--- src/shared/scl_count_pkg.sv ---
// Constants, types and register map for the SCL period count registers.
// Assumes a 32-bit AXI4-Lite register bus and one clock that counts SCL periods.
package scl_count_pkg;

  // ----------------------------------------------------------------
  // Register map
  // ----------------------------------------------------------------
  localparam int          ADDR_W          = 8;
  localparam logic [7:0]  OFF_CTRL        = 8'h00;
  localparam logic [7:0]  OFF_STATUS      = 8'h04;
  localparam logic [7:0]  OFF_FAST_HIGH   = 8'h1c;
  localparam logic [7:0]  OFF_FAST_LOW    = 8'h20;
  localparam logic [7:0]  OFF_HS_HIGH     = 8'h24;

  // ----------------------------------------------------------------
  // Fields
  // ----------------------------------------------------------------
  localparam int          CNT_W           = 14;
  localparam int          CTRL_EN_BIT     = 0;
  localparam int          STAT_EN_BIT     = 0;
  localparam int          STAT_PRE_BIT    = 1;
  localparam int          STAT_HS_BIT     = 2;

  // ----------------------------------------------------------------
  // Reset values and minimum counts
  // ----------------------------------------------------------------
  localparam logic [13:0] RST_FAST_HIGH   = 14'h003c;
  localparam logic [13:0] RST_FAST_LOW    = 14'h0082;
  localparam logic [13:0] RST_HS_HIGH     = 14'h0006;
  localparam logic [13:0] MIN_FAST_HIGH   = 14'h0006;
  localparam logic [13:0] MIN_FAST_LOW    = 14'h0008;
  localparam logic [13:0] MIN_HS_HIGH     = 14'h0006;

  // ----------------------------------------------------------------
  // Bus responses
  // ----------------------------------------------------------------
  localparam logic [1:0]  RESP_OKAY       = 2'h0;
  localparam logic [1:0]  RESP_SLVERR     = 2'h2;

  // ----------------------------------------------------------------
  // Types
  // ----------------------------------------------------------------
  typedef enum logic [1:0] {
    SPD_STD,
    SPD_FAST,
    SPD_HIGH
  } speed_t;

  typedef struct packed {
    logic [13:0] high;
    logic [13:0] low;
  } scl_counts_t;

endpackage : scl_count_pkg

--- src/core/scl_count_clamp.sv ---
// Minimum-value clamp for one period count.
// Assumes an unsigned count; purely combinational.
`timescale 1ns/100ps

module scl_count_clamp
  import scl_count_pkg::*;
#(
  parameter int          W   = 14,
  parameter logic [13:0] MIN = 14'h0006
)
(
  // Count as written
  input  wire logic [W-1:0] raw,
  // Count as stored
  output      logic [W-1:0] clamped
);

  // ----------------------------------------------------------------
  // Clamp
  // ----------------------------------------------------------------
  // Small values are raised to the minimum
  always_comb
  begin
    if (raw < MIN[W-1:0])
    begin
      clamped = MIN[W-1:0];
    end
    else
    begin
      clamped = raw;
    end
  end

endmodule : scl_count_clamp

--- src/core/scl_period_regs.sv ---
// SCL period count registers with an AXI4-Lite slave and count selection.
// Assumes clk_sys is the controller input clock and that the SCL generator
// reports speed mode and high-speed preamble as synchronous levels.
`timescale 1ns/100ps

module scl_period_regs
  import scl_count_pkg::*;
(
  // Clock and reset
  input  wire logic              clk_sys,
  input  wire logic              rst_n,
  // AXI4-Lite write address
  input  wire logic [ADDR_W-1:0] s_axi_awaddr,
  input  wire logic              s_axi_awvalid,
  output      logic              s_axi_awready,
  // AXI4-Lite write data
  input  wire logic [31:0]       s_axi_wdata,
  input  wire logic [3:0]        s_axi_wstrb,
  input  wire logic              s_axi_wvalid,
  output      logic              s_axi_wready,
  // AXI4-Lite write response
  output      logic [1:0]        s_axi_bresp,
  output      logic              s_axi_bvalid,
  input  wire logic              s_axi_bready,
  // AXI4-Lite read address
  input  wire logic [ADDR_W-1:0] s_axi_araddr,
  input  wire logic              s_axi_arvalid,
  output      logic              s_axi_arready,
  // AXI4-Lite read data
  output      logic [31:0]       s_axi_rdata,
  output      logic [1:0]        s_axi_rresp,
  output      logic              s_axi_rvalid,
  input  wire logic              s_axi_rready,
  // SCL generator side
  input  wire speed_t            speed_mode,
  input  wire logic              hs_preamble,
  input  wire scl_counts_t       std_counts,
  input  wire logic [13:0]       hs_low_count,
  // Interface enable and selected counts
  output      logic              iface_enable,
  output      scl_counts_t       scl_counts
);

  // ----------------------------------------------------------------
  // State
  // ----------------------------------------------------------------
  typedef struct packed {
    logic              ctrl_en;
    logic [13:0]       fast_high;
    logic [13:0]       fast_low;
    logic [13:0]       hs_high;
    logic              aw_held;
    logic [ADDR_W-1:0] aw_addr;
    logic              w_held;
    logic [31:0]       w_data;
    logic [3:0]        w_strb;
    logic              awready;
    logic              wready;
    logic              bvalid;
    logic [1:0]        bresp;
    logic              arready;
    logic              rvalid;
    logic [31:0]       rdata;
    logic [1:0]        rresp;
    scl_counts_t       sel;
  } state_t;

  state_t      st_q;
  state_t      st_d;
  logic [1:0]  rst_sync_q;
  logic        rst_n_int;
  logic [13:0] fast_high_raw;
  logic [13:0] fast_low_raw;
  logic [13:0] hs_high_raw;
  logic [13:0] fast_high_clamped;
  logic [13:0] fast_low_clamped;
  logic [13:0] hs_high_clamped;
  logic        wr_fire;
  logic        rd_fire;
  logic [31:0] rd_word;
  logic        rd_hit;
  logic        wr_hit;

  // ----------------------------------------------------------------
  // Reset synchroniser
  // ----------------------------------------------------------------
  // Asserts at once, releases after two edges
  always_ff @(posedge clk_sys or negedge rst_n)
  begin
    if (!rst_n)
    begin
      rst_sync_q <= 2'h0;
    end
    else
    begin
      rst_sync_q <= {rst_sync_q[0], 1'b1};
    end
  end

  assign rst_n_int = rst_sync_q[1];

  // ----------------------------------------------------------------
  // Helpers
  // ----------------------------------------------------------------
  // Byte-lane merge of new data over an old word, cut to the count width
  function automatic logic [13:0] merge_bytes(
    input logic [31:0] old_word,
    input logic [31:0] new_word,
    input logic [3:0]  strb
  );
    logic [31:0] res;
    res = old_word;
    for (int i = 0; i < 4; i++)
    begin
      if (strb[i])
      begin
        res[8*i +: 8] = new_word[8*i +: 8];
      end
    end
    return res[13:0];
  endfunction : merge_bytes

  // Zero-extend a count into a bus word
  function automatic logic [31:0] count_word(input logic [13:0] cnt);
    return {18'h0, cnt};
  endfunction : count_word

  // ----------------------------------------------------------------
  // Write data after byte merge, then clamped
  // ----------------------------------------------------------------
  // Partial writes merge into the stored value before clamping
  assign fast_high_raw = merge_bytes(count_word(st_q.fast_high), st_q.w_data,
                                     st_q.w_strb);
  assign fast_low_raw  = merge_bytes(count_word(st_q.fast_low), st_q.w_data,
                                     st_q.w_strb);
  assign hs_high_raw   = merge_bytes(count_word(st_q.hs_high), st_q.w_data,
                                     st_q.w_strb);

  scl_count_clamp #(
    .W   (CNT_W),
    .MIN (MIN_FAST_HIGH)
  ) u_clamp_fast_high (
    .raw     (fast_high_raw),
    .clamped (fast_high_clamped)
  );

  scl_count_clamp #(
    .W   (CNT_W),
    .MIN (MIN_FAST_LOW)
  ) u_clamp_fast_low (
    .raw     (fast_low_raw),
    .clamped (fast_low_clamped)
  );

  scl_count_clamp #(
    .W   (CNT_W),
    .MIN (MIN_HS_HIGH)
  ) u_clamp_hs_high (
    .raw     (hs_high_raw),
    .clamped (hs_high_clamped)
  );

  // ----------------------------------------------------------------
  // Bus events
  // ----------------------------------------------------------------
  // Write completes once address and data are both held and no write response is pending
  assign wr_fire = st_q.aw_held && st_q.w_held && !st_q.bvalid;
  assign rd_fire = s_axi_arvalid && st_q.arready;

  // Known write addresses
  always_comb
  begin
    case (st_q.aw_addr)
      OFF_CTRL, OFF_FAST_HIGH, OFF_FAST_LOW, OFF_HS_HIGH: wr_hit = 1'b1;
      default:                                            wr_hit = 1'b0;
    endcase
  end

  // Read decode; stored values read back as kept
  always_comb
  begin
    rd_word = 32'h0;
    rd_hit  = 1'b1;
    case (s_axi_araddr)
      OFF_CTRL:
      begin
        rd_word[CTRL_EN_BIT] = st_q.ctrl_en;
      end
      OFF_STATUS:
      begin
        rd_word[STAT_EN_BIT]  = st_q.ctrl_en;
        rd_word[STAT_PRE_BIT] = hs_preamble;
        rd_word[STAT_HS_BIT]  = (speed_mode == SPD_HIGH);
      end
      OFF_FAST_HIGH: rd_word = count_word(st_q.fast_high);
      OFF_FAST_LOW:  rd_word = count_word(st_q.fast_low);
      OFF_HS_HIGH:   rd_word = count_word(st_q.hs_high);
      default:
      begin
        rd_hit = 1'b0;
      end
    endcase
  end

  // ----------------------------------------------------------------
  // Next state
  // ----------------------------------------------------------------
  always_comb
  begin
    st_d = st_q;

    // Write address and data taken independently
    if (s_axi_awvalid && st_q.awready)
    begin
      st_d.aw_held = 1'b1;
      st_d.aw_addr = s_axi_awaddr;
    end
    if (s_axi_wvalid && st_q.wready)
    begin
      st_d.w_held = 1'b1;
      st_d.w_data = s_axi_wdata;
      st_d.w_strb = s_axi_wstrb;
    end

    // Register update and response
    if (wr_fire)
    begin
      st_d.aw_held = 1'b0;
      st_d.w_held  = 1'b0;
      st_d.bvalid  = 1'b1;
      st_d.bresp   = wr_hit ? RESP_OKAY : RESP_SLVERR;
      if ((st_q.aw_addr == OFF_CTRL) && st_q.w_strb[0])
      begin
        st_d.ctrl_en = st_q.w_data[CTRL_EN_BIT];
      end
      // Count writes are dropped while the interface runs
      if (!st_q.ctrl_en)
      begin
        case (st_q.aw_addr)
          OFF_FAST_HIGH: st_d.fast_high = fast_high_clamped;
          OFF_FAST_LOW:  st_d.fast_low  = fast_low_clamped;
          OFF_HS_HIGH:   st_d.hs_high   = hs_high_clamped;
          default:       st_d.fast_high = st_q.fast_high;
        endcase
      end
    end
    if (st_q.bvalid && s_axi_bready)
    begin
      st_d.bvalid = 1'b0;
    end
    st_d.awready = !st_d.aw_held;
    st_d.wready  = !st_d.w_held;

    // Read path, one read at a time
    if (rd_fire)
    begin
      st_d.rvalid = 1'b1;
      st_d.rdata  = rd_word;
      st_d.rresp  = rd_hit ? RESP_OKAY : RESP_SLVERR;
    end
    else if (st_q.rvalid && s_axi_rready)
    begin
      st_d.rvalid = 1'b0;
    end
    st_d.arready = !st_d.rvalid;

    // Count selection for the SCL generator
    case (speed_mode)
      SPD_STD:
      begin
        st_d.sel = std_counts;
      end
      SPD_HIGH:
      begin
        // Preamble bytes run at fast timing
        if (hs_preamble)
        begin
          st_d.sel.high = st_q.fast_high;
          st_d.sel.low  = st_q.fast_low;
        end
        else
        begin
          st_d.sel.high = st_q.hs_high;
          st_d.sel.low  = hs_low_count;
        end
      end
      default:
      begin
        st_d.sel.high = st_q.fast_high;
        st_d.sel.low  = st_q.fast_low;
      end
    endcase
  end

  // ----------------------------------------------------------------
  // State register
  // ----------------------------------------------------------------
  always_ff @(posedge clk_sys or negedge rst_n_int)
  begin
    if (!rst_n_int)
    begin
      st_q           <= '0;
      st_q.fast_high <= RST_FAST_HIGH;
      st_q.fast_low  <= RST_FAST_LOW;
      st_q.hs_high   <= RST_HS_HIGH;
      st_q.sel.high  <= RST_FAST_HIGH;
      st_q.sel.low   <= RST_FAST_LOW;
      st_q.awready   <= 1'b1;
      st_q.wready    <= 1'b1;
      st_q.arready   <= 1'b1;
    end
    else
    begin
      st_q <= st_d;
    end
  end

  // ----------------------------------------------------------------
  // Outputs
  // ----------------------------------------------------------------
  assign s_axi_awready = st_q.awready;
  assign s_axi_wready  = st_q.wready;
  assign s_axi_bvalid  = st_q.bvalid;
  assign s_axi_bresp   = st_q.bresp;
  assign s_axi_arready = st_q.arready;
  assign s_axi_rvalid  = st_q.rvalid;
  assign s_axi_rdata   = st_q.rdata;
  assign s_axi_rresp   = st_q.rresp;
  assign iface_enable  = st_q.ctrl_en;
  assign scl_counts    = st_q.sel;

endmodule : scl_period_regs

--- config.mk ---
export PLATFORM = sky130hd
export DESIGN_NAME = scl_period_regs
export DESIGN_NICKNAME = d
export VERILOG_FILES = /design/src/shared/scl_count_pkg.sv /design/src/core/scl_count_clamp.sv /design/src/core/scl_period_regs.sv
export SDC_FILE = /design/constraint.sdc
export NUM_CORES = 1
export LEC_CHECK = 0
export BUFFER_PORTS_ARGS = -buffer_cell sky130_fd_sc_hd__buf_2
export CAP_MARGIN = 25
export CORE_MARGIN = 8
export CORE_UTILIZATION = 53
export CTS_CLUSTER_SIZE = 30
export DETAILED_ROUTE_END_ITERATION = 12
export GPL_TIMING_DRIVEN = 0
export PLACE_DENSITY = 0.81
export SLEW_MARGIN = 25
export SYNTH_ARGS = -nofsm -noshare
export SYNTH_HDL_FRONTEND = slang
export SYNTH_HIERARCHICAL = 1
export SYNTH_SLANG_ARGS = --single-unit
--- constraint.sdc ---
create_clock -name clk_sys -period 5 [get_ports clk_sys]
set_input_delay 0.75 -clock clk_sys [delete_from_list [all_inputs] [get_ports clk_sys]]
set_output_delay 0.75 -clock clk_sys [all_outputs]
set_load 0.01 [all_outputs]
==> flow_summary.yaml <==
setup_path:
  worstSetupEndpointType: "flop"
  path_class: "flop to flop"
  crit_arrival_ps: 2880
  r2r_slack_ps: 2420
  r2r-end: "st_q[115]"
  crit_slowest_cell: "or4_4"
  required_ps: 5290
  cpPeakStageDelay_ps: 620
  rr_startpoint: "st_q[70]"
  crit_chain: "clkbuf_1, o21ai_0, or4_4, o41a_1, mux2_2"
  cp_max_fo: 10
  crit_family: "compound AO/OA/AOI/OAI gates"
  critPathLaunchType: "flop"
  r2r_cells: 5
  critPathBufInv: 1
layout:
  synthToLayoutAreaGrowth_pct: 23.6
  final_nets: 891
  multiInputGateArea_sq_um: 2470
  drive_above_1_share_pct: 41.1
  final_core_utilization_pct: 66.3
  nFillCells: 953
  antennaDiodeCount: 0
  seq_area_sq_um: 3030
timing:
  finalHoldViolations: 0
  skew_ps: 9.30
  finalSetupViolCount: 0
  fin_crit_ps: 2580
  fmax_mhz: 387
  worstMarginPinSlew_ps: 692
  rsz0062_at_grt: "false"
  drv_slew: 0
  finalSetupTns_ps: 0
  fin_crit_sh_pct: 51.7
  slew_headroom_pct: 53.9
pwr:
  p_leak_nw: 3.77
  vdd_drop_max_v: 0.000332
  powerDensity_nw_per_um2: 460
clocking:
  cts-resized-gates: 0
  cts_max_level: 4
  cts_tree: "built"
  cts_root_buffer: "clkbuf_16"
  cts_buffer_depth: 2
  clk_pin_slew_ps: 60
  hold_buffers: 0
  post_cts_buffers: 0
  clk_latency_ps: 410
  cts.sinks: 120
  cts_made_buffers: 17
floorplan:
  initial_core_util_pct: 53.6
  ioPinCount: 174
  die_h_um: 126
  die_w_um: 126
  num_rows: 40
  dieArea_sq_um: 15800
  core_region_area_sq_um: 11900
synthesis:
  synthesis.area_per_instance_sq_um: 10.4
  synth_cell_types: 52
  synth_ff_type: "dfrtp_1"
  ys_seq_area_share_pct: 47.3
  ys_ff_latch: 120
  synth_commonest_cells: "103 x dfrtp_1, 65 x buf_4, 60 x o21ai_0, 56 x o22a_1, 55 x mux2_2"
  yosys_warnings: 6
  synth_top_area_share_pct: 40.4
  synth_area_leader_cell: "dfrtp_1"
  netlist_area_sq_um: 6390
  synth-edff-count: 0
  synthTopCellsByArea: "dfrtp_1 40%, mux2_2 9.7%, o22a_1 7.7%, buf_4 7.6%, dfstp_2 7.0%"
  synthCells: 614
  yosysMostFrequentCell: "dfrtp_1"
  synthArstFlopShare_pct: 100
grt:
  grt_max_degree: 42
  antenna_found_initial: 0
  gr-total-overflow: 0
  track_usage_pct: 22.1
  grt_pass1_vias: 5562
  grt_pass1_wl_um: 28000
route:
  vias_per_cell: 5.43
  antenna_left: 0
  vias: 5145
  first_pass_iters: 5
  drtIter0Drc: 366
  route.detailed.drc: 0
  wl_um: 17100
  wl_per_cell_um: 18.0
run:
  max_cap_violations: 0
run_status:
  status: "finished clean"
place:
  portBuffers: 133
  gp_congestion: 0.840
  dpl.hpwl_um: 13300
worst_hold_path:
  hp-class: "input port to async pin"
[area by class of cell]
class	count	share of cell area [%]
Clock buffer	20	5.53
Inverter	54	2.57
Timing Repair Buffer	135	8.94
Multi-Input combinational cell	334	31.3
Buffer	125	9.68
Sequential cell	120	38.4
Clock inverter	12	1.33
Tap cell	147	2.33
[report_power, final]
group	leakage [nW]	internal [mW]	total (mW)	switching [mW]
clock network	0.263	0.680	1.12	0.444
logic	2.00	0.535	1.14	0.601
registers	1.50	1.19	1.37	0.175
[worst max-delay path by stage]
stage               cells past startpoint        endpoint             from  slack (ps)
floorplan                               0    iface_enable    rst_sync_q[1]        1440
global placement                        0   scl_counts[0]    rst_sync_q[1]         300
detailed placement                      5  s_axi_rdata[2]  s_axi_araddr[4]        2400
CTS                                     5       st_q[115]         st_q[70]        2480
global route                            5       st_q[115]         st_q[70]        2340
finish                                  5       st_q[115]         st_q[70]        2420
[cells by family after synthesis]
| family | count (synthesis) | share of synthesized area, % |
|---|---|---|
| buffers and inverters | 179 | 15.1 |
| multiplexers | 68 | 12.6 |
| flip-flops | 120 | 47.3 |
| AND/OR/NAND/NOR | 95 | 8.13 |
| other | 2 | 0.118 |
| AO/OA/AOI/OAI | 150 | 16.7 |
[stage by stage]
stage                     instances  setup WS, ps  area [sq um]  hold WS, ps  power [mW]
after floorplan                 633          1440          6460          331        2.14
after global placement          913           300          7310          338        2.44
after detailed placement        915          2400          7350          328        2.50
after CTS                       947          2480          7890          101        3.63
after global routing            947          2340          7890         95.1        3.83
final                           947          2420          7890          105        3.63
[routing by layer]
| metal | wire length (um) | track usage (%) | up-vias |
|---|---|---|---|
| li1 | - | - | 2402 |
| met1 | 7090 | 26.7 | 2453 |
| met2 | 8040 | 36.3 | 253 |
| met3 | 1460 | 6.54 | 37 |
| met4 | 486 | 8.92 | 0 |
| met5 | 0 | 0 | - |
[state kept, by name (all words and copies together) (netlist names)]
name / cells
iface_enable: 1
rst_sync_q: 2
s_axi_arready: 1
s_axi_awready: 1
s_axi_bresp: 1
s_axi_bvalid: 1
s_axi_rdata: 14
s_axi_rresp: 1
s_axi_rvalid: 1
s_axi_wready: 1
scl_counts: 28
st_q: 68
[layout by cell type, fill, tap and decap left out, types with 20 or more instances in the layout]
cell type	Yosys	layout
clkbuf_1	52	55
buf_4	65	65
inv_1	54	54
buf_2	1	134
o22a_1	56	56
nand2_1	34	34
conb_1	2	21
nor2_1	20	20
dfrtp_1	103	102
mux2_2	55	55
o21ai_0	60	60
Power figures use the tool's default switching activity.
